<file path="config.mk">
export PLATFORM = sky130hd
export DESIGN_NAME = cops_ctrl_regs
export DESIGN_NICKNAME = d
export VERILOG_FILES = /design/src/cops_pkg.sv /design/src/cops_act_det.sv /design/src/cops_ctrl_regs.sv
export VERILOG_INCLUDE_DIRS = /design/src
export SDC_FILE = /design/constraint.sdc
export NUM_CORES = 1
export LEC_CHECK = 0
export BUFFER_PORTS_ARGS = -buffer_cell sky130_fd_sc_hd__buf_2
export CORE_ASPECT_RATIO = 0.5
export CORE_MARGIN = 3
export CORE_UTILIZATION = 60
export DETAILED_ROUTE_END_ITERATION = 10
export PLACE_DENSITY = 0.77
export REMOVE_ABC_BUFFERS = 1
export SETUP_SLACK_MARGIN = 0.3
export SKIP_CTS_REPAIR_TIMING = 1
export SLEW_MARGIN = 20
export SYNTH_ARGS = -nofsm -noshare
export SYNTH_HDL_FRONTEND = slang
export SYNTH_SLANG_ARGS = --single-unit
</file>
<file path="constraint.sdc">
create_clock -name ref_clk_in -period 12.8 [get_ports ref_clk_in]
set_input_delay 3.84 -clock ref_clk_in [delete_from_list [all_inputs] [get_ports ref_clk_in]]
set_output_delay 3.84 -clock ref_clk_in [all_outputs]
set_load 0.01 [all_outputs]
</file>
<file path="src/cops_defs.svh">
// Register map, field positions, reset values and counts of the control block
`ifndef COPS_DEFS_SVH
`define COPS_DEFS_SVH

`define COPS_OFS_CLAMP        8'h1B
`define COPS_OFS_SLICER       8'h1D
`define COPS_OFS_INPWR        8'h1E
`define COPS_OFS_OUTFMT       8'h1F
`define COPS_OFS_ACTIVITY     8'h24

`define COPS_RST_CLAMP        8'h5B
`define COPS_RST_SLICER       8'h78
`define COPS_RST_INPWR        8'h20
`define COPS_RST_OUTFMT       8'h94

`define COPS_B_CLAMP_OVR      7
`define COPS_B_CLAMP_POL      6
`define COPS_B_AUTO_OFS       5
`define COPS_F_UPD_HI         4
`define COPS_F_UPD_LO         3
`define COPS_F_THR_HI         7
`define COPS_F_THR_LO         3
`define COPS_B_SLICER_POL     2
`define COPS_F_SEL_HI         1
`define COPS_F_SEL_LO         0
`define COPS_B_CHAN_OVR       7
`define COPS_B_CHAN_SEL       6
`define COPS_B_BW_HIGH        5
`define COPS_B_PD_AUTO        4
`define COPS_B_PD_REQ         3
`define COPS_B_PD_PIN_POL     2
`define COPS_B_FAST_SW        1
`define COPS_B_SLICER_HIZ     0
`define COPS_F_FMT_HI         7
`define COPS_F_FMT_LO         5
`define COPS_B_PRI_OE         4

`define COPS_UPD_EVERY        2'b00
`define COPS_UPD_16           2'b01
`define COPS_UPD_64           2'b10
`define COPS_UPD_VSYNC        2'b11
`define COPS_SEL_RAW_SLICER   2'b00
`define COPS_SEL_RAW_HSYNC    2'b01
`define COPS_SEL_REGEN        2'b10
`define COPS_SEL_FILTERED     2'b11
`define COPS_FMT_RGB444       3'b100
`define COPS_FMT_YCC422       3'b101
`define COPS_FMT_DDR444       3'b110

`define COPS_PINS_FULL        30'h3FFFFFFF
`define COPS_PINS_422         30'h000FFFFF
`define COPS_DEV_ADDR         7'h4C
`define COPS_ACT_WINDOW       24'd65536
`define COPS_ACT_CNT_W        24

`endif

</file>
<file path="src/cops_pkg.sv">
// Types shared by the control register block and its activity detector
`default_nettype none
`include "cops_defs.svh"
package cops_pkg;

  typedef enum logic [3:0] {
    SER_IDLE, SER_ADDR, SER_ADDR_ACK, SER_PTR, SER_PTR_ACK,
    SER_WDATA, SER_WDATA_ACK, SER_RDATA, SER_RDATA_ACK
  } cops_ser_state_t;

  typedef enum logic [1:0] {FMT_RGB444, FMT_YCC422, FMT_DDR444} cops_out_fmt_t;

  // Order matches the activity status byte, bit 7 down to bit 2
  typedef struct packed {
    logic horizontal_sync_input_zero;
    logic horizontal_sync_input_one;
    logic vsync_input_zero;
    logic vsync_input_one;
    logic green_sync_input_zero;
    logic green_sync_input_one;
  } cops_sync_in_t;

  typedef struct packed {
    logic clamp_polarity_chip;
    logic auto_channel;
    logic clamp_period;
    logic vsync_period;
    logic regenerated_sync;
    logic filtered_sync;
  } cops_analog_t;

  typedef struct packed {
    logic          clamp_polarity_select;
    logic          auto_offset_en;
    logic          offset_update;
    logic [4:0]    slicer_threshold;
    logic          slicer_sync_output_pin;
    logic          slicer_sync_oe;
    logic          channel_sel;
    logic          bandwidth_high;
    logic          powered_down;
    cops_out_fmt_t out_fmt;
    logic          ddr_mode;
    logic [29:0]   data_pin_en;
  } cops_ctrl_t;

  typedef struct packed {
    cops_ser_state_t fsm;
    logic [7:0]      shreg;
    logic [7:0]      tx;
    logic [3:0]      bit_cnt;
    logic            rw;
    logic            nack;
    logic [7:0]      ptr;
    logic            scl_prev;
    logic            sda_prev;
    logic            sda_oe;
    logic [7:0]      clamp_reg;
    logic [7:0]      slicer_reg;
    logic [7:0]      inpwr_reg;
    logic [7:0]      outfmt_reg;
    logic [5:0]      clamp_cnt;
    cops_ctrl_t      ctl;
  } cops_state_t;

  typedef struct packed {
    logic                      prev;
    logic                      active;
    logic [`COPS_ACT_CNT_W-1:0] cnt;
  } cops_det_state_t;

endpackage : cops_pkg
`default_nettype wire

</file>
<file path="src/cops_act_det.sv">
// Activity detector for one sync input: active while edges keep arriving
`timescale 1ns/1ns
`default_nettype none
`include "cops_defs.svh"
module cops_act_det
  import cops_pkg::*;
#(
  parameter logic [`COPS_ACT_CNT_W-1:0] WINDOW = `COPS_ACT_WINDOW
) (
  // Clock and reset
  input  wire logic ref_clk_in,
  input  wire logic reset_in,
  // Monitored sync and result
  input  wire logic sig_in,
  output logic      active_out
);

  cops_det_state_t st_ff;
  cops_det_state_t nxt_st;

  // A held-high or held-low input lets the window run out
  always_comb begin
    nxt_st = st_ff;
    nxt_st.prev = sig_in;
    if (sig_in != st_ff.prev) begin
      nxt_st.cnt    = WINDOW;
      nxt_st.active = 1'b1;
    end else if (st_ff.cnt != '0) begin
      nxt_st.cnt = st_ff.cnt - 1'b1;
    end else begin
      nxt_st.active = 1'b0;
    end
  end

  always_ff @(posedge ref_clk_in or posedge reset_in) begin
    if (reset_in) begin
      st_ff <= '0;
    end else begin
      st_ff <= nxt_st;
    end
  end

  assign active_out = st_ff.active;

endmodule : cops_act_det
`default_nettype wire

</file>
<file path="src/cops_ctrl_regs.sv">
// Clamp, offset, slicer, input, power and output control registers on a 2-wire port
`timescale 1ns/1ns
`default_nettype none
`include "cops_defs.svh"
// How it works
// - User clamp polarity bit applies only under override; resets high.
// - Override clear lets the chip pick clamp polarity; override resets clear.
// - Bit five selects automatic offset when set, manual when clear.
// - Offset update every clamp, every 16, every 64, or once per vsync.
// - Five-bit slicer threshold in 8 mV steps, reset code gives 120 mV.
// - Slicer sync pin polarity: clear active low, set active high.
// - Slicer pin source: raw slicer, raw hsync, regenerated or filtered sync.
// - Channel override clear leaves input choice to automatic logic.
// - Under override, select bit picks channel zero or one.
// - Bandwidth bit picks low when clear, high when set; resets high.
// - Power-down control bit picks manual when clear, automatic when set.
// - Automatic mode stays powered while any hsync or green sync is active.
// - Manual mode powers down on register bit or asserted power-down pin.
// - Pin polarity bit makes power-down pin active low or active high.
// - Fast switching keeps the chip powered and only floats outputs.
// - During power-down a set bit floats the slicer sync pin.
// - Output format codes give 4:4:4 RGB, 4:2:2 YCbCr or 4:4:4 DDR.
// - 4:2:2 drives 20 data pins, DDR changes data on both edges.
// - Primary output bit floats data when clear, enables when set.
module cops_ctrl_regs
  import cops_pkg::*;
#(
  parameter logic [6:0]                  DEV_ADDR   = `COPS_DEV_ADDR,
  parameter logic [`COPS_ACT_CNT_W-1:0]  ACT_WINDOW = `COPS_ACT_WINDOW
) (
  // Clock and reset
  input  wire logic    ref_clk_in,
  input  wire logic    reset_in,
  // Two-wire serial control port
  input  wire logic    scl_in,
  input  wire logic    sda_in,
  output logic         sda_out,
  output logic         sda_oe_out,
  // Sync pins and analog-side status
  input  wire cops_sync_in_t sync_in,
  input  wire cops_analog_t  analog_in,
  input  wire logic    power_down_pin_in,
  // Control outputs to the datapath
  output cops_ctrl_t   ctl_out
);

  cops_state_t st_ff;
  cops_state_t nxt_st;
  logic [5:0]  act;
  logic [7:0]  rd_data;
  logic        start_cond;
  logic        stop_cond;
  logic        scl_rise;
  logic        scl_fall;
  logic        chan_eff;
  logic        pd_req;
  logic        upd_strobe;
  logic        src_sel;

  localparam cops_state_t RST_STATE = '{
    fsm: SER_IDLE, shreg: 8'h00, tx: 8'h00, bit_cnt: 4'h0, rw: 1'b0, nack: 1'b0,
    ptr: 8'h00, scl_prev: 1'b1, sda_prev: 1'b1, sda_oe: 1'b0,
    clamp_reg: `COPS_RST_CLAMP, slicer_reg: `COPS_RST_SLICER,
    inpwr_reg: `COPS_RST_INPWR, outfmt_reg: `COPS_RST_OUTFMT,
    clamp_cnt: 6'h00, ctl: '0};

  // Sync activity detectors, one per monitored input
  genvar gi;
  generate
    for (gi = 0; gi < 6; gi++) begin : g_act
      cops_act_det #(.WINDOW(ACT_WINDOW)) u_det (
        .ref_clk_in (ref_clk_in),
        .reset_in   (reset_in),
        .sig_in     (sync_in[gi]),
        .active_out (act[gi])
      );
    end
  endgenerate

  assign start_cond = st_ff.scl_prev & scl_in & st_ff.sda_prev & ~sda_in;
  assign stop_cond  = st_ff.scl_prev & scl_in & ~st_ff.sda_prev & sda_in;
  assign scl_rise   = scl_in & ~st_ff.scl_prev;
  assign scl_fall   = ~scl_in & st_ff.scl_prev;

  // Unmapped addresses read as zero
  always_comb begin
    unique case (st_ff.ptr)
      `COPS_OFS_CLAMP:    rd_data = st_ff.clamp_reg;
      `COPS_OFS_SLICER:   rd_data = st_ff.slicer_reg;
      `COPS_OFS_INPWR:    rd_data = st_ff.inpwr_reg;
      `COPS_OFS_OUTFMT:   rd_data = st_ff.outfmt_reg;
      `COPS_OFS_ACTIVITY: rd_data = {act, 2'b00};
      default:            rd_data = 8'h00;
    endcase
  end

  assign chan_eff = st_ff.inpwr_reg[`COPS_B_CHAN_OVR] ? st_ff.inpwr_reg[`COPS_B_CHAN_SEL]
                                                      : analog_in.auto_channel;

  always_comb begin
    if (st_ff.inpwr_reg[`COPS_B_PD_AUTO]) begin
      // hsync or green sync; vsync ignored
      pd_req = ~(act[5] | act[4] | act[1] | act[0]);
    end else begin
      pd_req = st_ff.inpwr_reg[`COPS_B_PD_REQ] |
               (power_down_pin_in == st_ff.inpwr_reg[`COPS_B_PD_PIN_POL]);
    end
  end

  always_comb begin
    unique case (st_ff.clamp_reg[`COPS_F_UPD_HI:`COPS_F_UPD_LO])
      `COPS_UPD_EVERY: upd_strobe = analog_in.clamp_period;
      `COPS_UPD_16:    upd_strobe = analog_in.clamp_period & (st_ff.clamp_cnt[3:0] == 4'hF);
      `COPS_UPD_64:    upd_strobe = analog_in.clamp_period & (st_ff.clamp_cnt == 6'h3F);
      `COPS_UPD_VSYNC: upd_strobe = analog_in.vsync_period;
    endcase
  end

  always_comb begin
    unique case (st_ff.slicer_reg[`COPS_F_SEL_HI:`COPS_F_SEL_LO])
      `COPS_SEL_RAW_SLICER: src_sel = chan_eff ? sync_in.green_sync_input_one
                                               : sync_in.green_sync_input_zero;
      `COPS_SEL_RAW_HSYNC:  src_sel = chan_eff ? sync_in.horizontal_sync_input_one
                                               : sync_in.horizontal_sync_input_zero;
      `COPS_SEL_REGEN:      src_sel = analog_in.regenerated_sync;
      `COPS_SEL_FILTERED:   src_sel = analog_in.filtered_sync;
    endcase
  end

  always_comb begin
    nxt_st = st_ff;
    nxt_st.scl_prev = scl_in;
    nxt_st.sda_prev = sda_in;
    if (start_cond) begin
      // Repeated start is legal in any state
      nxt_st.fsm     = SER_ADDR;
      nxt_st.bit_cnt = 4'h0;
      nxt_st.sda_oe  = 1'b0;
    end else if (stop_cond) begin
      nxt_st.fsm    = SER_IDLE;
      nxt_st.sda_oe = 1'b0;
    end else begin
      unique case (st_ff.fsm)
        SER_IDLE: begin
          nxt_st.sda_oe = 1'b0;
        end
        SER_ADDR, SER_PTR, SER_WDATA: begin
          if (scl_rise) begin
            nxt_st.shreg   = {st_ff.shreg[6:0], sda_in};
            nxt_st.bit_cnt = st_ff.bit_cnt + 4'h1;
          end else if (scl_fall && st_ff.bit_cnt == 4'h8) begin
            nxt_st.sda_oe = 1'b1;
            if (st_ff.fsm == SER_ADDR) begin
              // Foreign addresses are not acknowledged
              nxt_st.rw     = st_ff.shreg[0];
              nxt_st.fsm    = (st_ff.shreg[7:1] == DEV_ADDR) ? SER_ADDR_ACK : SER_IDLE;
              nxt_st.sda_oe = (st_ff.shreg[7:1] == DEV_ADDR);
            end else if (st_ff.fsm == SER_PTR) begin
              nxt_st.ptr = st_ff.shreg;
              nxt_st.fsm = SER_PTR_ACK;
            end else begin
              // Read-only and unmapped addresses ignore writes
              unique case (st_ff.ptr)
                `COPS_OFS_CLAMP:  nxt_st.clamp_reg  = st_ff.shreg;
                `COPS_OFS_SLICER: nxt_st.slicer_reg = st_ff.shreg;
                `COPS_OFS_INPWR:  nxt_st.inpwr_reg  = st_ff.shreg;
                `COPS_OFS_OUTFMT: nxt_st.outfmt_reg = st_ff.shreg;
                default:          nxt_st.ptr        = st_ff.ptr;
              endcase
              nxt_st.ptr = st_ff.ptr + 8'h01;
              nxt_st.fsm = SER_WDATA_ACK;
            end
          end
        end
        SER_PTR_ACK, SER_WDATA_ACK: begin
          if (scl_fall) begin
            nxt_st.sda_oe  = 1'b0;
            nxt_st.bit_cnt = 4'h0;
            nxt_st.fsm     = SER_WDATA;
          end
        end
        SER_ADDR_ACK, SER_RDATA_ACK: begin
          if (scl_rise) begin
            nxt_st.nack = sda_in & (st_ff.fsm == SER_RDATA_ACK);
          end else if (scl_fall) begin
            nxt_st.bit_cnt = 4'h0;
            if (st_ff.fsm == SER_ADDR_ACK && !st_ff.rw) begin
              nxt_st.sda_oe = 1'b0;
              nxt_st.fsm    = SER_PTR;
            end else if (st_ff.nack) begin
              nxt_st.sda_oe = 1'b0;
              nxt_st.fsm    = SER_IDLE;
            end else begin
              // Read pointer advances as each byte is loaded
              nxt_st.tx     = rd_data;
              nxt_st.sda_oe = ~rd_data[7];
              nxt_st.ptr    = st_ff.ptr + 8'h01;
              nxt_st.fsm    = SER_RDATA;
            end
          end
        end
        SER_RDATA: begin
          if (scl_rise) begin
            nxt_st.bit_cnt = st_ff.bit_cnt + 4'h1;
          end else if (scl_fall) begin
            if (st_ff.bit_cnt == 4'h8) begin
              nxt_st.sda_oe = 1'b0;
              nxt_st.fsm    = SER_RDATA_ACK;
            end else begin
              nxt_st.tx     = {st_ff.tx[6:0], 1'b0};
              nxt_st.sda_oe = ~st_ff.tx[6];
            end
          end
        end
        default: begin
          nxt_st.fsm    = SER_IDLE;
          nxt_st.sda_oe = 1'b0;
        end
      endcase
    end

    nxt_st.ctl.auto_offset_en = st_ff.clamp_reg[`COPS_B_AUTO_OFS];
    if (st_ff.clamp_reg[`COPS_B_AUTO_OFS]) begin
      nxt_st.clamp_cnt = st_ff.clamp_cnt + {5'h00, analog_in.clamp_period};
      nxt_st.ctl.offset_update = upd_strobe;
    end else begin
      nxt_st.clamp_cnt         = 6'h00;
      nxt_st.ctl.offset_update = 1'b0;
    end

    nxt_st.ctl.clamp_polarity_select = st_ff.clamp_reg[`COPS_B_CLAMP_OVR] ?
                                       st_ff.clamp_reg[`COPS_B_CLAMP_POL] :
                                       analog_in.clamp_polarity_chip;
    nxt_st.ctl.slicer_threshold = st_ff.slicer_reg[`COPS_F_THR_HI:`COPS_F_THR_LO];
    nxt_st.ctl.slicer_sync_output_pin = st_ff.slicer_reg[`COPS_B_SLICER_POL] ? src_sel
                                                                              : ~src_sel;
    nxt_st.ctl.slicer_sync_oe = ~(pd_req & st_ff.inpwr_reg[`COPS_B_SLICER_HIZ]);
    nxt_st.ctl.channel_sel    = chan_eff;
    nxt_st.ctl.bandwidth_high = st_ff.inpwr_reg[`COPS_B_BW_HIGH];
    nxt_st.ctl.powered_down = pd_req & ~st_ff.inpwr_reg[`COPS_B_FAST_SW];

    unique case (st_ff.outfmt_reg[`COPS_F_FMT_HI:`COPS_F_FMT_LO])
      `COPS_FMT_YCC422: nxt_st.ctl.out_fmt = FMT_YCC422;
      `COPS_FMT_DDR444: nxt_st.ctl.out_fmt = FMT_DDR444;
      default:          nxt_st.ctl.out_fmt = FMT_RGB444;
    endcase
    nxt_st.ctl.ddr_mode = (nxt_st.ctl.out_fmt == FMT_DDR444);
    if (!st_ff.outfmt_reg[`COPS_B_PRI_OE] || pd_req) begin
      nxt_st.ctl.data_pin_en = 30'h00000000;
    end else if (nxt_st.ctl.out_fmt == FMT_YCC422) begin
      nxt_st.ctl.data_pin_en = `COPS_PINS_422;
    end else begin
      nxt_st.ctl.data_pin_en = `COPS_PINS_FULL;
    end
  end

  // Registers keep power-up values; host must write 011 into the clamp low bits
  always_ff @(posedge ref_clk_in or posedge reset_in) begin
    if (reset_in) begin
      st_ff <= RST_STATE;
    end else begin
      st_ff <= nxt_st;
    end
  end

  // Open drain: only ever pulls low
  assign sda_out    = 1'b0;
  assign sda_oe_out = st_ff.sda_oe;
  assign ctl_out    = st_ff.ctl;

  property p_clamp_user;
    @(posedge ref_clk_in) disable iff (reset_in)
    st_ff.clamp_reg[7] |=> ctl_out.clamp_polarity_select == $past(st_ff.clamp_reg[6]);
  endproperty
  a_clamp_user: assert property (p_clamp_user) else $error("clamp polarity not user");

  property p_clamp_chip;
    @(posedge ref_clk_in) disable iff (reset_in)
    !st_ff.clamp_reg[7] |=> ctl_out.clamp_polarity_select == $past(analog_in.clamp_polarity_chip);
  endproperty
  a_clamp_chip: assert property (p_clamp_chip) else $error("clamp polarity not chip");

  property p_no_update;
    @(posedge ref_clk_in) disable iff (reset_in)
    (!st_ff.clamp_reg[5]) [*2] |=> !ctl_out.offset_update;
  endproperty
  a_no_update: assert property (p_no_update) else $error("update with offset off");

  property p_upd_every;
    @(posedge ref_clk_in) disable iff (reset_in)
    st_ff.clamp_reg[5] && st_ff.clamp_reg[4:3] == 2'b00 && analog_in.clamp_period
      |=> ctl_out.offset_update;
  endproperty
  a_upd_every: assert property (p_upd_every) else $error("missed clamp update");

  property p_threshold;
    @(posedge ref_clk_in) disable iff (reset_in)
    1'b1 |=> ctl_out.slicer_threshold == $past(st_ff.slicer_reg[7:3]);
  endproperty
  a_threshold: assert property (p_threshold) else $error("threshold mismatch");

  property p_hsync_route;
    @(posedge ref_clk_in) disable iff (reset_in)
    st_ff.slicer_reg[2:0] == 3'b101
      |=> ctl_out.slicer_sync_output_pin == $past(chan_eff ? sync_in.horizontal_sync_input_one
                                                            : sync_in.horizontal_sync_input_zero);
  endproperty
  a_hsync_route: assert property (p_hsync_route) else $error("slicer pin route");

  property p_chan_user;
    @(posedge ref_clk_in) disable iff (reset_in)
    st_ff.inpwr_reg[7:6] == 2'b11 |=> ctl_out.channel_sel;
  endproperty
  a_chan_user: assert property (p_chan_user) else $error("channel override lost");

  property p_manual_pd;
    @(posedge ref_clk_in) disable iff (reset_in)
    st_ff.inpwr_reg[4] == 1'b0 && st_ff.inpwr_reg[3] && !st_ff.inpwr_reg[1]
      |=> ctl_out.powered_down && ctl_out.data_pin_en == 30'h00000000;
  endproperty
  a_manual_pd: assert property (p_manual_pd) else $error("manual power-down ignored");

  property p_fast_sw;
    @(posedge ref_clk_in) disable iff (reset_in)
    pd_req && st_ff.inpwr_reg[1] |=> !ctl_out.powered_down && ctl_out.data_pin_en == 30'h0;
  endproperty
  a_fast_sw: assert property (p_fast_sw) else $error("fast switch powered down");

  property p_slicer_hiz;
    @(posedge ref_clk_in) disable iff (reset_in)
    pd_req && st_ff.inpwr_reg[0] |=> !ctl_out.slicer_sync_oe;
  endproperty
  a_slicer_hiz: assert property (p_slicer_hiz) else $error("slicer pin not floated");

  property p_fmt_default;
    @(posedge ref_clk_in) disable iff (reset_in)
    st_ff.outfmt_reg[7] == 1'b0 || st_ff.outfmt_reg[6:5] == 2'b11 |=> ctl_out.out_fmt == FMT_RGB444;
  endproperty
  a_fmt_default: assert property (p_fmt_default) else $error("undefined format not RGB");

  property p_pins_422;
    @(posedge ref_clk_in) disable iff (reset_in)
    st_ff.outfmt_reg[7:4] == 4'hB && !pd_req |=> ctl_out.data_pin_en == 30'h000FFFFF;
  endproperty
  a_pins_422: assert property (p_pins_422) else $error("4:2:2 pin count wrong");

endmodule : cops_ctrl_regs
`default_nettype wire

</file>
==> impl_metrics.csv, run 1 <==
group,metric,value,unit
worst_hold_path,hold_depth,0,
global_route,grt_pass1_wl,47200,um
sta,hold_viol,0,
sta,slew_viol_final,0,
synthesis,synthCells,1347,
synthesis,ys_types,87,
synthesis,syn_area_per_cell,9.77,um^2
layout,mostFrequentLayoutCell,"dfrtp_1",
layout,drive_above_1_share,0.145,
layout,final_cell_mix,"dfrtp_1 (233), nor2_1 (132), nand2_1 (91), a21oi_1 (70)",
route,vias,10200,
pwr,ir_drop,0.000127,V
synthesis,syn-cell-area,0.0132,mm^2
synthesis,synth.largest_area_cell,"dfrtp_1",
synthesis,ys_seq_elements,248,
floorplan,initial_core_util,0.626,
global_route,antenna_found_initial,0,
clock_tree,clockBufferDepth,3,
floorplan,coreArea,0.0210,mm^2
route,drc,0,
placed_design,gp_congestion,0.916,
floorplan,row_count,37,
floorplan,die_h,111,um
route,wl,28000,um
sta,finalCritPeriodShare,0.424,
layout,finalNonFillerCells,1653,
sta,setup_violations,0,
clock_tree,cts_tree,"built",
layout,nets,1379,
clock_tree,cts_root_buffer,"clkbuf_16",
clock_tree,cts.htree.levels,1,
global_route,grt_max_degree,103,
layout,fin_util,0.671,
worst_setup_path,crit_fanout,102,
route,drtAntennaViolNets,0,
sta,worstMarginPinSlew,1.12,ns
global_route,gr-total-overflow,0,
route,viasPerCell,6.18,
floorplan,die_x,215,um
job,drv_cap,0,
synthesis,ys_async_sr_fraction,1.00,
pwr,p_leak,6.16,nW
worst_setup_path,crit_path_top_delay_cell,"buf_4",
sta,max_freq,0.184,GHz
worst_setup_path,startpoint_type,"input pin",
layout,n_fill_cell,1618,
placed_design,dp_hpwl,18700,um
layout,area_delta_synth_final,7.20,%
worst_setup_path,critPathMaxStageDelay,0.72,ns
synthesis,synth_top_area_frac,0.443,
worst_setup_path,path_delay_family,"buffers and inverters",
placed_design,dpl.cell_count,1613,
synthesis,synth_seq_area_share,0.473,
sta,maxSlewHeadroom,0.241,
floorplan,pin_count,65,
synthesis,synth_area_leaders,"dfrtp_1 (44%), mux2_2 (3.9%), nor2_1 (3.8%)",
clock_tree,clock_latency,0.52,ns
worst_hold_path,hp-class,"flip-flop to flip-flop",
status,status,"completed",
clock_tree,cts.clk_slew.worst_paths,0.06,ns
worst_setup_path,crit_buf_inv,4,
sta,fin_setup_tns,0,ns
worst_setup_path,end_kind,"asynchronous set/reset pin",
worst_setup_path,critical_path_class,"input pin to asynchronous set/reset pin",
worst_setup_path,cp.arrival,5.98,ns
floorplan,die-area,0.0238,mm^2
synthesis,synth_ff_type,"dfrtp_1",
worst_setup_path,reg2regPathDepth,5,
route,drt_iter0_markers,801,
global_route,grt_pass1_vias,9759,
global_route,grt.total_usage,0.232,
worst_setup_path,cp.required,13.35,ns
synthesis,synth_edf_count,0,
layout,antenna_cells,0,
pwr,pwr_density_cell,218,mW/mm^2
sta,period_needed,5.43,ns
worst_setup_path,crit_chain,"buf_2 > inv_8 > buf_4 > buf_6",
sta,rsz0062_at_grt,"false",
sta,clock_skew,0.0133,ns
clock_tree,numCtsBuffers,22,
route,wl_per_cell,16.9,um
worst_setup_path,crit_cells,4,
route,first_pass_iters,5,
clock_tree,clock-sinks,248,
placed_design,portBuffers,63,
synthesis,ys_warn_count,0,
==> cell usage after synthesis, types with 4 or more instances <==
cell type	count
nand4_1	21
nor2b_1	13
and3b_1	4
nand2b_1	22
ha_1	17
dfstp_2	15
a31oi_1	8
xnor2_1	31
mux2i_1	12
dfrtp_1	233
inv_1	29
o21ai_0	63
o31ai_1	26
buf_4	48
xor2_1	51
a22oi_1	8
nand3b_1	8
o311ai_0	4
nand2_1	91
a211oi_1	8
or3_1	47
nor3_1	30
or4_1	37
o21ai_1	5
o211ai_1	18
a21oi_1	70
mux2_2	46
nor4_1	38
o22ai_1	9
nor2_1	132
and2_1	10
a21o_1	4
clkbuf_1	48
or2_2	9
nand3_1	45
o41ai_1	6
a22o_1	6
==> path summary, 6_finish.rpt <==
kind	from	endpoint	slack [ns]
worst min-delay path	nxt_st[41]	ctl_out[41]	0.41
max in group ref_clk_in	sda_in	st_ff[119]	7.40
worst max register to register	g_act[3].u_det.st_ff[10]	g_act[3].u_det.st_ff[17]	9.92
worst max-delay path	reset_in	st_ff[83]	7.37
worst min register to register	nxt_st[41]	ctl_out[41]	0.41
min in group asynchronous	reset_in	st_ff[115]	3.40
==> cells by family (layout without fill, tap and decap cells) <==
logic type | Yosys count | in the layout | synth area share
XOR/XNOR | 82 | 82 | 0.0546
flip-flops | 248 | 248 | 0.473
multiplexers | 59 | 59 | 0.0502
AO/OA/AOI/OAI | 272 | 272 | 0.136
AND/OR/NAND/NOR | 540 | 540 | 0.219
adder cells (fa/ha/maj) | 17 | 17 | 0.0162
other | 1 | 1 | 0.000285
buffers and inverters | 128 | 142 | 0.0508
==> metrics by stage <==
step	power (mW)	setup WS, ns	hold slack (ns)	area [um^2]
floorplan	2.07	2.17	0.369	12600
global placement	2.32	6.42	0.393	13400
detailed placement	2.37	6.38	0.399	13400
CTS	3.07	6.92	0.408	14100
global route	3.30	6.99	0.415	14100
finish	3.07	7.37	0.408	14100
==> area by class of cell <==
cell class                 count  area (um^2)  share of cell area
tap                          292          365              0.0259
multi-input combinational    971         6260               0.444
clock buffer                  31          636              0.0451
clock inverter                 9          104             0.00736
inverter                      29          116             0.00825
timing repair buffer          73          394              0.0279
sequential                   248         6220               0.441
==> registers in the layout, indices dropped and copies added, names as in the netlist <==
signal	flops
ctl_out	18
st_ff	66
sda_oe_out	1
nxt_st	7
g_act.u_det.st_ff	150
g_act.u_det.active_out	6
==> worst register-to-register path: stages (launching register included) <==
cell	delay (ns)
dfrtp_1	0.40
nor4_1	0.68
or4b_1	0.65
o21ai_1	0.70
nor4_1	0.16
mux2i_1	0.16
==> layer usage <==
layer	part of all wire	vias to the layer above	wire, um	GRT usage
li1	-	4874	-	-
met1	0.46	5055	12900	0.322
met2	0.48	235	13400	0.392
met3	0.046	46	1290	0.0350
met4	0.017	0	470	0.0506
met5	0	-	0	0
==> power breakdown <==
group / leakage, nW / total, mW / switching [mW] / internal, mW
Clock: 0.359 / 0.684 / 0.295 / 0.389
Combinational: 2.57 / 1.19 / 0.732 / 0.460
Sequential: 3.23 / 1.20 / 0.242 / 0.956
Total: 6.16 / 3.07 / 1.27 / 1.81
(Power assumes the default switching activity.)
==> inputs of run 2 (changes only) <==
--- a/config.mk
+++ b/config.mk
@@ -9,9 +9,9 @@
 export BUFFER_PORTS_ARGS = -buffer_cell sky130_fd_sc_hd__buf_2
 export CORE_ASPECT_RATIO = 0.5
 export CORE_MARGIN = 3
-export CORE_UTILIZATION = 60
+export CORE_UTILIZATION = 56
 export DETAILED_ROUTE_END_ITERATION = 10
-export PLACE_DENSITY = 0.77
+export PLACE_DENSITY = 0.76
 export REMOVE_ABC_BUFFERS = 1
 export SETUP_SLACK_MARGIN = 0.3
 export SKIP_CTS_REPAIR_TIMING = 1
==> constraint.sdc (replaced) <==
create_clock -name ref_clk_in -period 4.57 [get_ports ref_clk_in]
set_input_delay 1.371 -clock ref_clk_in [delete_from_list [all_inputs] [get_ports ref_clk_in]]
set_output_delay 1.371 -clock ref_clk_in [all_outputs]
set_load 0.01 [all_outputs]
==> impl_metrics.csv, run 2 (same netlist as run 1, synthesis figures left out) <==
group,metric,value,unit
global_route,gr-total-overflow,0,
floorplan,die_h,114,um
worst_hold_path,hold_depth,0,
route,drt_iter0_markers,1122,
sta,finalCritPeriodShare,0.644,
global_route,grt_max_degree,97,
pwr,p_leak,6.26,nW
pwr,ir_drop,0.000297,V
clock_tree,cts_root_buffer,"clkbuf_16",
sta,hold_viol,0,
global_route,grt.total_usage,0.226,
floorplan,coreArea,0.0223,mm^2
sta,rsz0062_at_grt,"false",
clock_tree,clock_latency,0.53,ns
worst_hold_path,hp-start,"nxt_st[34]",
floorplan,die-area,0.0255,mm^2
clock_tree,clock-sinks,248,
layout,finalNonFillerCells,1668,
worst_setup_path,critical_path_class,"flip-flop to flip-flop",
sta,period_needed,2.94,ns
sta,clock_skew,0.0105,ns
worst_setup_path,reg2regPathDepth,5,
global_route,grt_pass1_wl,48500,um
worst_setup_path,cp.required,4.97,ns
worst_setup_path,cp-endpoint,"g_act[3].u_det.st_ff[9]",
clock_tree,numCtsBuffers,24,
layout,top_register,"g_act.u_det.st_ff",
worst_setup_path,end_kind,"flip-flop",
sta,worstMarginPinSlew,0.897,ns
layout,mostFrequentLayoutCell,"dfrtp_1",
layout,drive_above_1_share,0.150,
floorplan,initial_core_util,0.589,
sta,fin_ws,1.63,ns
worst_setup_path,crit_fanout,12,
placed_design,dpl.cell_count,1624,
worst_setup_path,critPathMaxStageDelay,0.76,ns
sta,slew_viol_final,0,
sta,max_freq,0.340,GHz
worst_hold_path,hp-class,"flip-flop to flip-flop",
layout,fin_util,0.641,
placed_design,pre_cts_slack,1.14,ns
placed_design,portBuffers,63,
route,vias,10400,
floorplan,pin_count,65,
floorplan,die_x,223,um
placed_design,dp_hpwl,19500,um
worst_setup_path,reg2reg_from,"g_act[3].u_det.st_ff[5]",
placed_design,gp_congestion,0.895,
clock_tree,clockBufferDepth,3,
worst_setup_path,cp-startpoint,"g_act[3].u_det.st_ff[5]",
worst_setup_path,r2r_setup_slack,1.63,ns
global_route,grt_pass1_vias,9897,
sta,fin_setup_tns,0,ns
layout,nets,1384,
layout,final_cell_mix,"dfrtp_1 (233), nor2_1 (132), nand2_1 (91), a21oi_1 (70)",
clock_tree,cts.clk_slew.worst_paths,0.06,ns
layout,antenna_cells,0,
global_route,antenna_found_initial,0,
job,drv_cap,0,
route,first_pass_iters,5,
pwr,pwr_density_cell,630,mW/mm^2
worst_setup_path,crit_chain,"or4_1 > or4b_1 > o21ai_1 > or4b_2 > a21oi_1",
worst_setup_path,rr_endpoint,"g_act[3].u_det.st_ff[9]",
clock_tree,cts.htree.levels,1,
sta,setup_violations,0,
sta,maxSlewHeadroom,0.393,
worst_setup_path,cp.arrival,3.35,ns
layout,n_fill_cell,1781,
floorplan,row_count,38,
layout,area_delta_synth_final,8.85,%
route,drc,0,
worst_setup_path,crit_path_top_delay_cell,"o21ai_1",
route,viasPerCell,6.21,
worst_setup_path,startpoint_type,"flip-flop",
route,wl,28800,um
clock_tree,cts_tree,"built",
route,wl_per_cell,17.3,um
layout,largest_register_ffs,150,
route,drtAntennaViolNets,0,
status,status,"completed",
-- run 2: metrics by stage --
step	total power [mW]	cell area (um^2)	hold slack, ns
after global placement	6.50	13400	0.396
after global routing	9.63	14300	0.418
after floorplan	5.79	12600	0.369
after detailed placement	6.67	13400	0.397
final	9.03	14300	0.413
after CTS	8.99	14300	0.414
-- run 2: cell type report --
| cell class | count | area (um^2) | area share |
|---|---|---|---|
| clock buffer | 34 | 699 | 0.0488 |
| clock inverter | 10 | 209 | 0.0146 |
| inverter | 29 | 116 | 0.00813 |
| multi-input combinational | 971 | 6270 | 0.438 |
| sequential | 248 | 6220 | 0.435 |
| tap | 300 | 375 | 0.0262 |
| timing repair buffer | 76 | 425 | 0.0297 |
-- run 2: routing by layer --
layer,routed length [um],track usage,vias up
li1,-,-,4890
met5,0,0,-
met1,13000,0.308,5107
met2,13700,0.382,306
met3,1540,0.0379,49
met4,614,0.0592,0
-- run 2: critical path, delay by kind of cell (launching register included) --
family / cells / cell delay [ns]
compound gates: 2 / 0.82
flops: 1 / 0.41
simple gates: 3 / 1.60
-- run 2: power breakdown --
group          internal, mW  leakage (nW)  switching (mW)
Combinational          1.29          2.59            2.08
Clock                  1.41         0.442           0.875
Sequential             2.68          3.23           0.691
Total                  5.38          6.26            3.64
-- run 2: how the worst min path moves through the flow --
stage | to | slack (ns)
floorplan | ctl_out[42] | 0.37
global placement | ctl_out[42] | 0.40
detailed placement | ctl_out[42] | 0.40
CTS | ctl_out[34] | 0.41
global route | ctl_out[40] | 0.42
finish | ctl_out[34] | 0.41
==> inputs of run 3 (changes only) <==
--- a/config.mk
+++ b/config.mk
@@ -6,6 +6,7 @@
 export SDC_FILE = /design/constraint.sdc
 export NUM_CORES = 1
 export LEC_CHECK = 0
+export ABC_AREA = 1
 export BUFFER_PORTS_ARGS = -buffer_cell sky130_fd_sc_hd__buf_2
 export CORE_ASPECT_RATIO = 0.5
 export CORE_MARGIN = 3
==> constraint.sdc (replaced) <==
create_clock -name ref_clk_in -period 2.35 [get_ports ref_clk_in]
set_input_delay 0.705 -clock ref_clk_in [delete_from_list [all_inputs] [get_ports ref_clk_in]]
set_output_delay 0.705 -clock ref_clk_in [all_outputs]
set_load 0.01 [all_outputs]
==> impl_metrics.csv, run 3 <==
group,metric,value,unit
worst_setup_path,cp.arrival,2.44,ns
route,wl_per_cell,14.1,um
synthesis,synth_ff_type,"dfrtp_1",
placed_design,dp_hpwl,21600,um
synthesis,synthCells,1754,
floorplan,pin_count,65,
layout,fin_area,0.0151,mm^2
global_route,gr-total-overflow,0,
synthesis,ys_seq_elements,248,
pwr,p_int,9.58,mW
worst_setup_path,cp-startpoint,"st_ff[97]",
synthesis,synth.largest_area_cell,"dfrtp_1",
floorplan,coreArea,0.0234,mm^2
synthesis,synth_seq_area_share,0.454,
synthesis,synth_edf_count,0,
clock_tree,cts.htree.levels,1,
sta,maxSlewHeadroom,0.582,
floorplan,row_count,39,
sta,worst_hold_slack,0.180,ns
global_route,grt_pass1_vias,10500,
global_route,grt.total_usage,0.231,
pwr,ir_drop,0.000610,V
sta,slew_viol_final,0,
synthesis,ys_types,43,
clock_tree,numCtsBuffers,23,
layout,mostFrequentLayoutCell,"nand2_1",
layout,n_fill_cell,2074,
status,status,"completed",
synthesis,ys_warn_count,0,
pwr,pwr_density_cell,1080,mW/mm^2
placed_design,portBuffers,63,
layout,top_register,"g_act.u_det.st_ff",
synthesis,synth_top_area_frac,0.425,
pwr,seq_power_share,0.361,
sta,period_needed,1.98,ns
sta,finalCritPeriodShare,0.845,
layout,final_cell_mix,"nand2_1 (372), nor2_1 (305), dfrtp_1 (232), inv_1 (156), nand3_1 (116)",
sta,hold_viol,0,
worst_hold_path,hp-class,"input pin to asynchronous set/reset pin",
synthesis,ys_async_sr_fraction,1.00,
pwr,p_leak,7.54,nW
worst_setup_path,reg2regPathDepth,10,
sta,worstMarginPinSlew,0.626,ns
clock_tree,cts_root_buffer,"clkbuf_16",
synthesis,syn-cell-area,0.0137,mm^2
placed_design,postPlaceCellArea,0.0142,mm^2
synthesis,synth_area_leaders,"dfrtp_1 (43%), nand2_1 (10%), nor2_1 (8.5%)",
placed_design,gp_congestion,0.915,
sta,setup_violations,0,
sta,clock_skew,0.0166,ns
synthesis,ys_top_cells_by_count,"nand2_1 (374), nor2_1 (309), dfrtp_1 (233)",
route,wl_met1,14600,um
synthesis,syn_area_per_cell,7.82,um^2
layout,fin_util,0.644,
route,top_layer_used,"met4",
route,drc,0,
global_route,grt_max_degree,56,
layout,drive_above_1_share,0.138,
clock_tree,cts_tree,"built",
pwr,clock_power_share,0.243,
pwr,swShare,0.414,
worst_setup_path,startpoint_type,"flip-flop",
layout,nets,1835,
floorplan,die_h,117,um
floorplan,initial_core_util,0.586,
worst_setup_path,cp.required,2.80,ns
route,met3_length,977,um
global_route,grt_pass1_wl,50500,um
route,vias,11100,
pwr,p_comb_frac,0.397,
sta,rsz0062_at_grt,"true",
pwr,totalPowerFinal,16.3,mW
sta,max_freq,0.504,GHz
pwr,power.switching,6.76,mW
clock_tree,clock_latency,0.54,ns
synthesis,yosys.cell_count.top_type,"nand2_1",
worst_setup_path,critical_path_class,"flip-flop to flip-flop",
clock_tree,clock-sinks,248,
worst_setup_path,crit_fanout,8,
floorplan,die_x,227,um
route,drt_iter0_markers,753,
placed_design,pre_cts_slack,0.132,ns
worst_setup_path,reg2reg_from,"st_ff[97]",
layout,area_delta_synth_final,10.0,%
sta,fin_ws,0.365,ns
layout,antenna_cells,0,
floorplan,die-area,0.0265,mm^2
route,wl,29900,um
route,first_pass_iters,5,
global_route,antenna_found_initial,0,
clock_tree,cts.clk_slew.worst_paths,0.07,ns
route,wl_met2,13800,um
route,drtAntennaViolNets,0,
job,drv_cap,0,
route,viasPerCell,5.21,
clock_tree,clockBufferDepth,3,
layout,largest_register_ffs,150,
worst_setup_path,end_kind,"flip-flop",
## run 3: changes by cell type in the layout (fill, tap and decap cells not counted), sizes merged, moves of 46 or more
cell | before | now
nand2 | 91 | 385
nor2 | 132 | 329
inv | 30 | 163
nand3 | 45 | 121
nor3 | 31 | 93
or3 | 48 | 0
mux2 | 46 | 0
## run 3: area by class of cell
type / instances / area (um^2) / area share
multi-input cells: 1269 / 6450 / 0.428
flip-flops and latches: 248 / 6230 / 0.413
clock buffers: 29 / 638 / 0.0423
inverters: 165 / 627 / 0.0415
repair buffers: 94 / 598 / 0.0396
well taps: 307 / 384 / 0.0255
clock inverters: 13 / 161 / 0.0107
## run 3: logic make-up (layout without fill, tap and decap cells)
group	Yosys count	in the layout	synth area share
xor gates and xnor gates	93	93	0.0610
DFF	248	248	0.454
buffers and inverters	239	301	0.0820
adders and majority gates	17	17	0.0155
and+or+nand+nor	1001	1003	0.322
other	1	1	0.000273
AOI/OAI and AO/OA	155	155	0.0656
## run 3: worst paths after layout
| path | slack (ns) | end |
|---|---|---|
| max | 0.37 | st_ff[83] |
| min | 0.18 | g_act[0].u_det.st_ff[7] |
| max reg2reg | 0.37 | st_ff[83] |
| min reg2reg | 0.43 | ctl_out[40] |
| max in group asynchronous | 1.50 | ctl_out[19] |
| min in group ref_clk_in | 0.30 | st_ff[86] |
## run 3: layer usage
metal / up-vias / track usage
met5: - / 0
met1: 5143 / 0.322
met3: 43 / 0.0334
met4: 0 / 0.0480
li1: 5710 / -
met2: 175 / 0.393
## run 3: worst max-delay path, stage by stage, from the launching register on
cell     delay, ns
dfrtp_1       0.43
inv_1         0.08
ha_1          0.15
nand2_1       0.09
nor2_4        0.14
nand2_1       0.08
inv_1         0.13
nand2_4       0.09
nor2_8        0.25
nand3_2       0.28
o21ai_2       0.20
## run 3: power groups by stage
stage / Sequential (mW) / Combinational [mW] / Clock [mW]
floorplan: 5.74 / 5.12 / 0
global placement: 5.93 / 6.21 / 0
detailed placement: 5.93 / 6.32 / 0
CTS: 5.87 / 6.36 / 4.06
global route: 6.01 / 7.48 / 4.23
finish: 5.89 / 6.48 / 3.97
## run 3: metrics by stage
| step | std cells | TNS [ns] |
|---|---|---|
| final | 2125 | 0 |
| after floorplan | 1680 | -1247.10 |
| after detailed placement | 2075 | 0 |
| after CTS | 2117 | 0 |
| after global routing | 2125 | 0 |
| after global placement | 2075 | 0 |
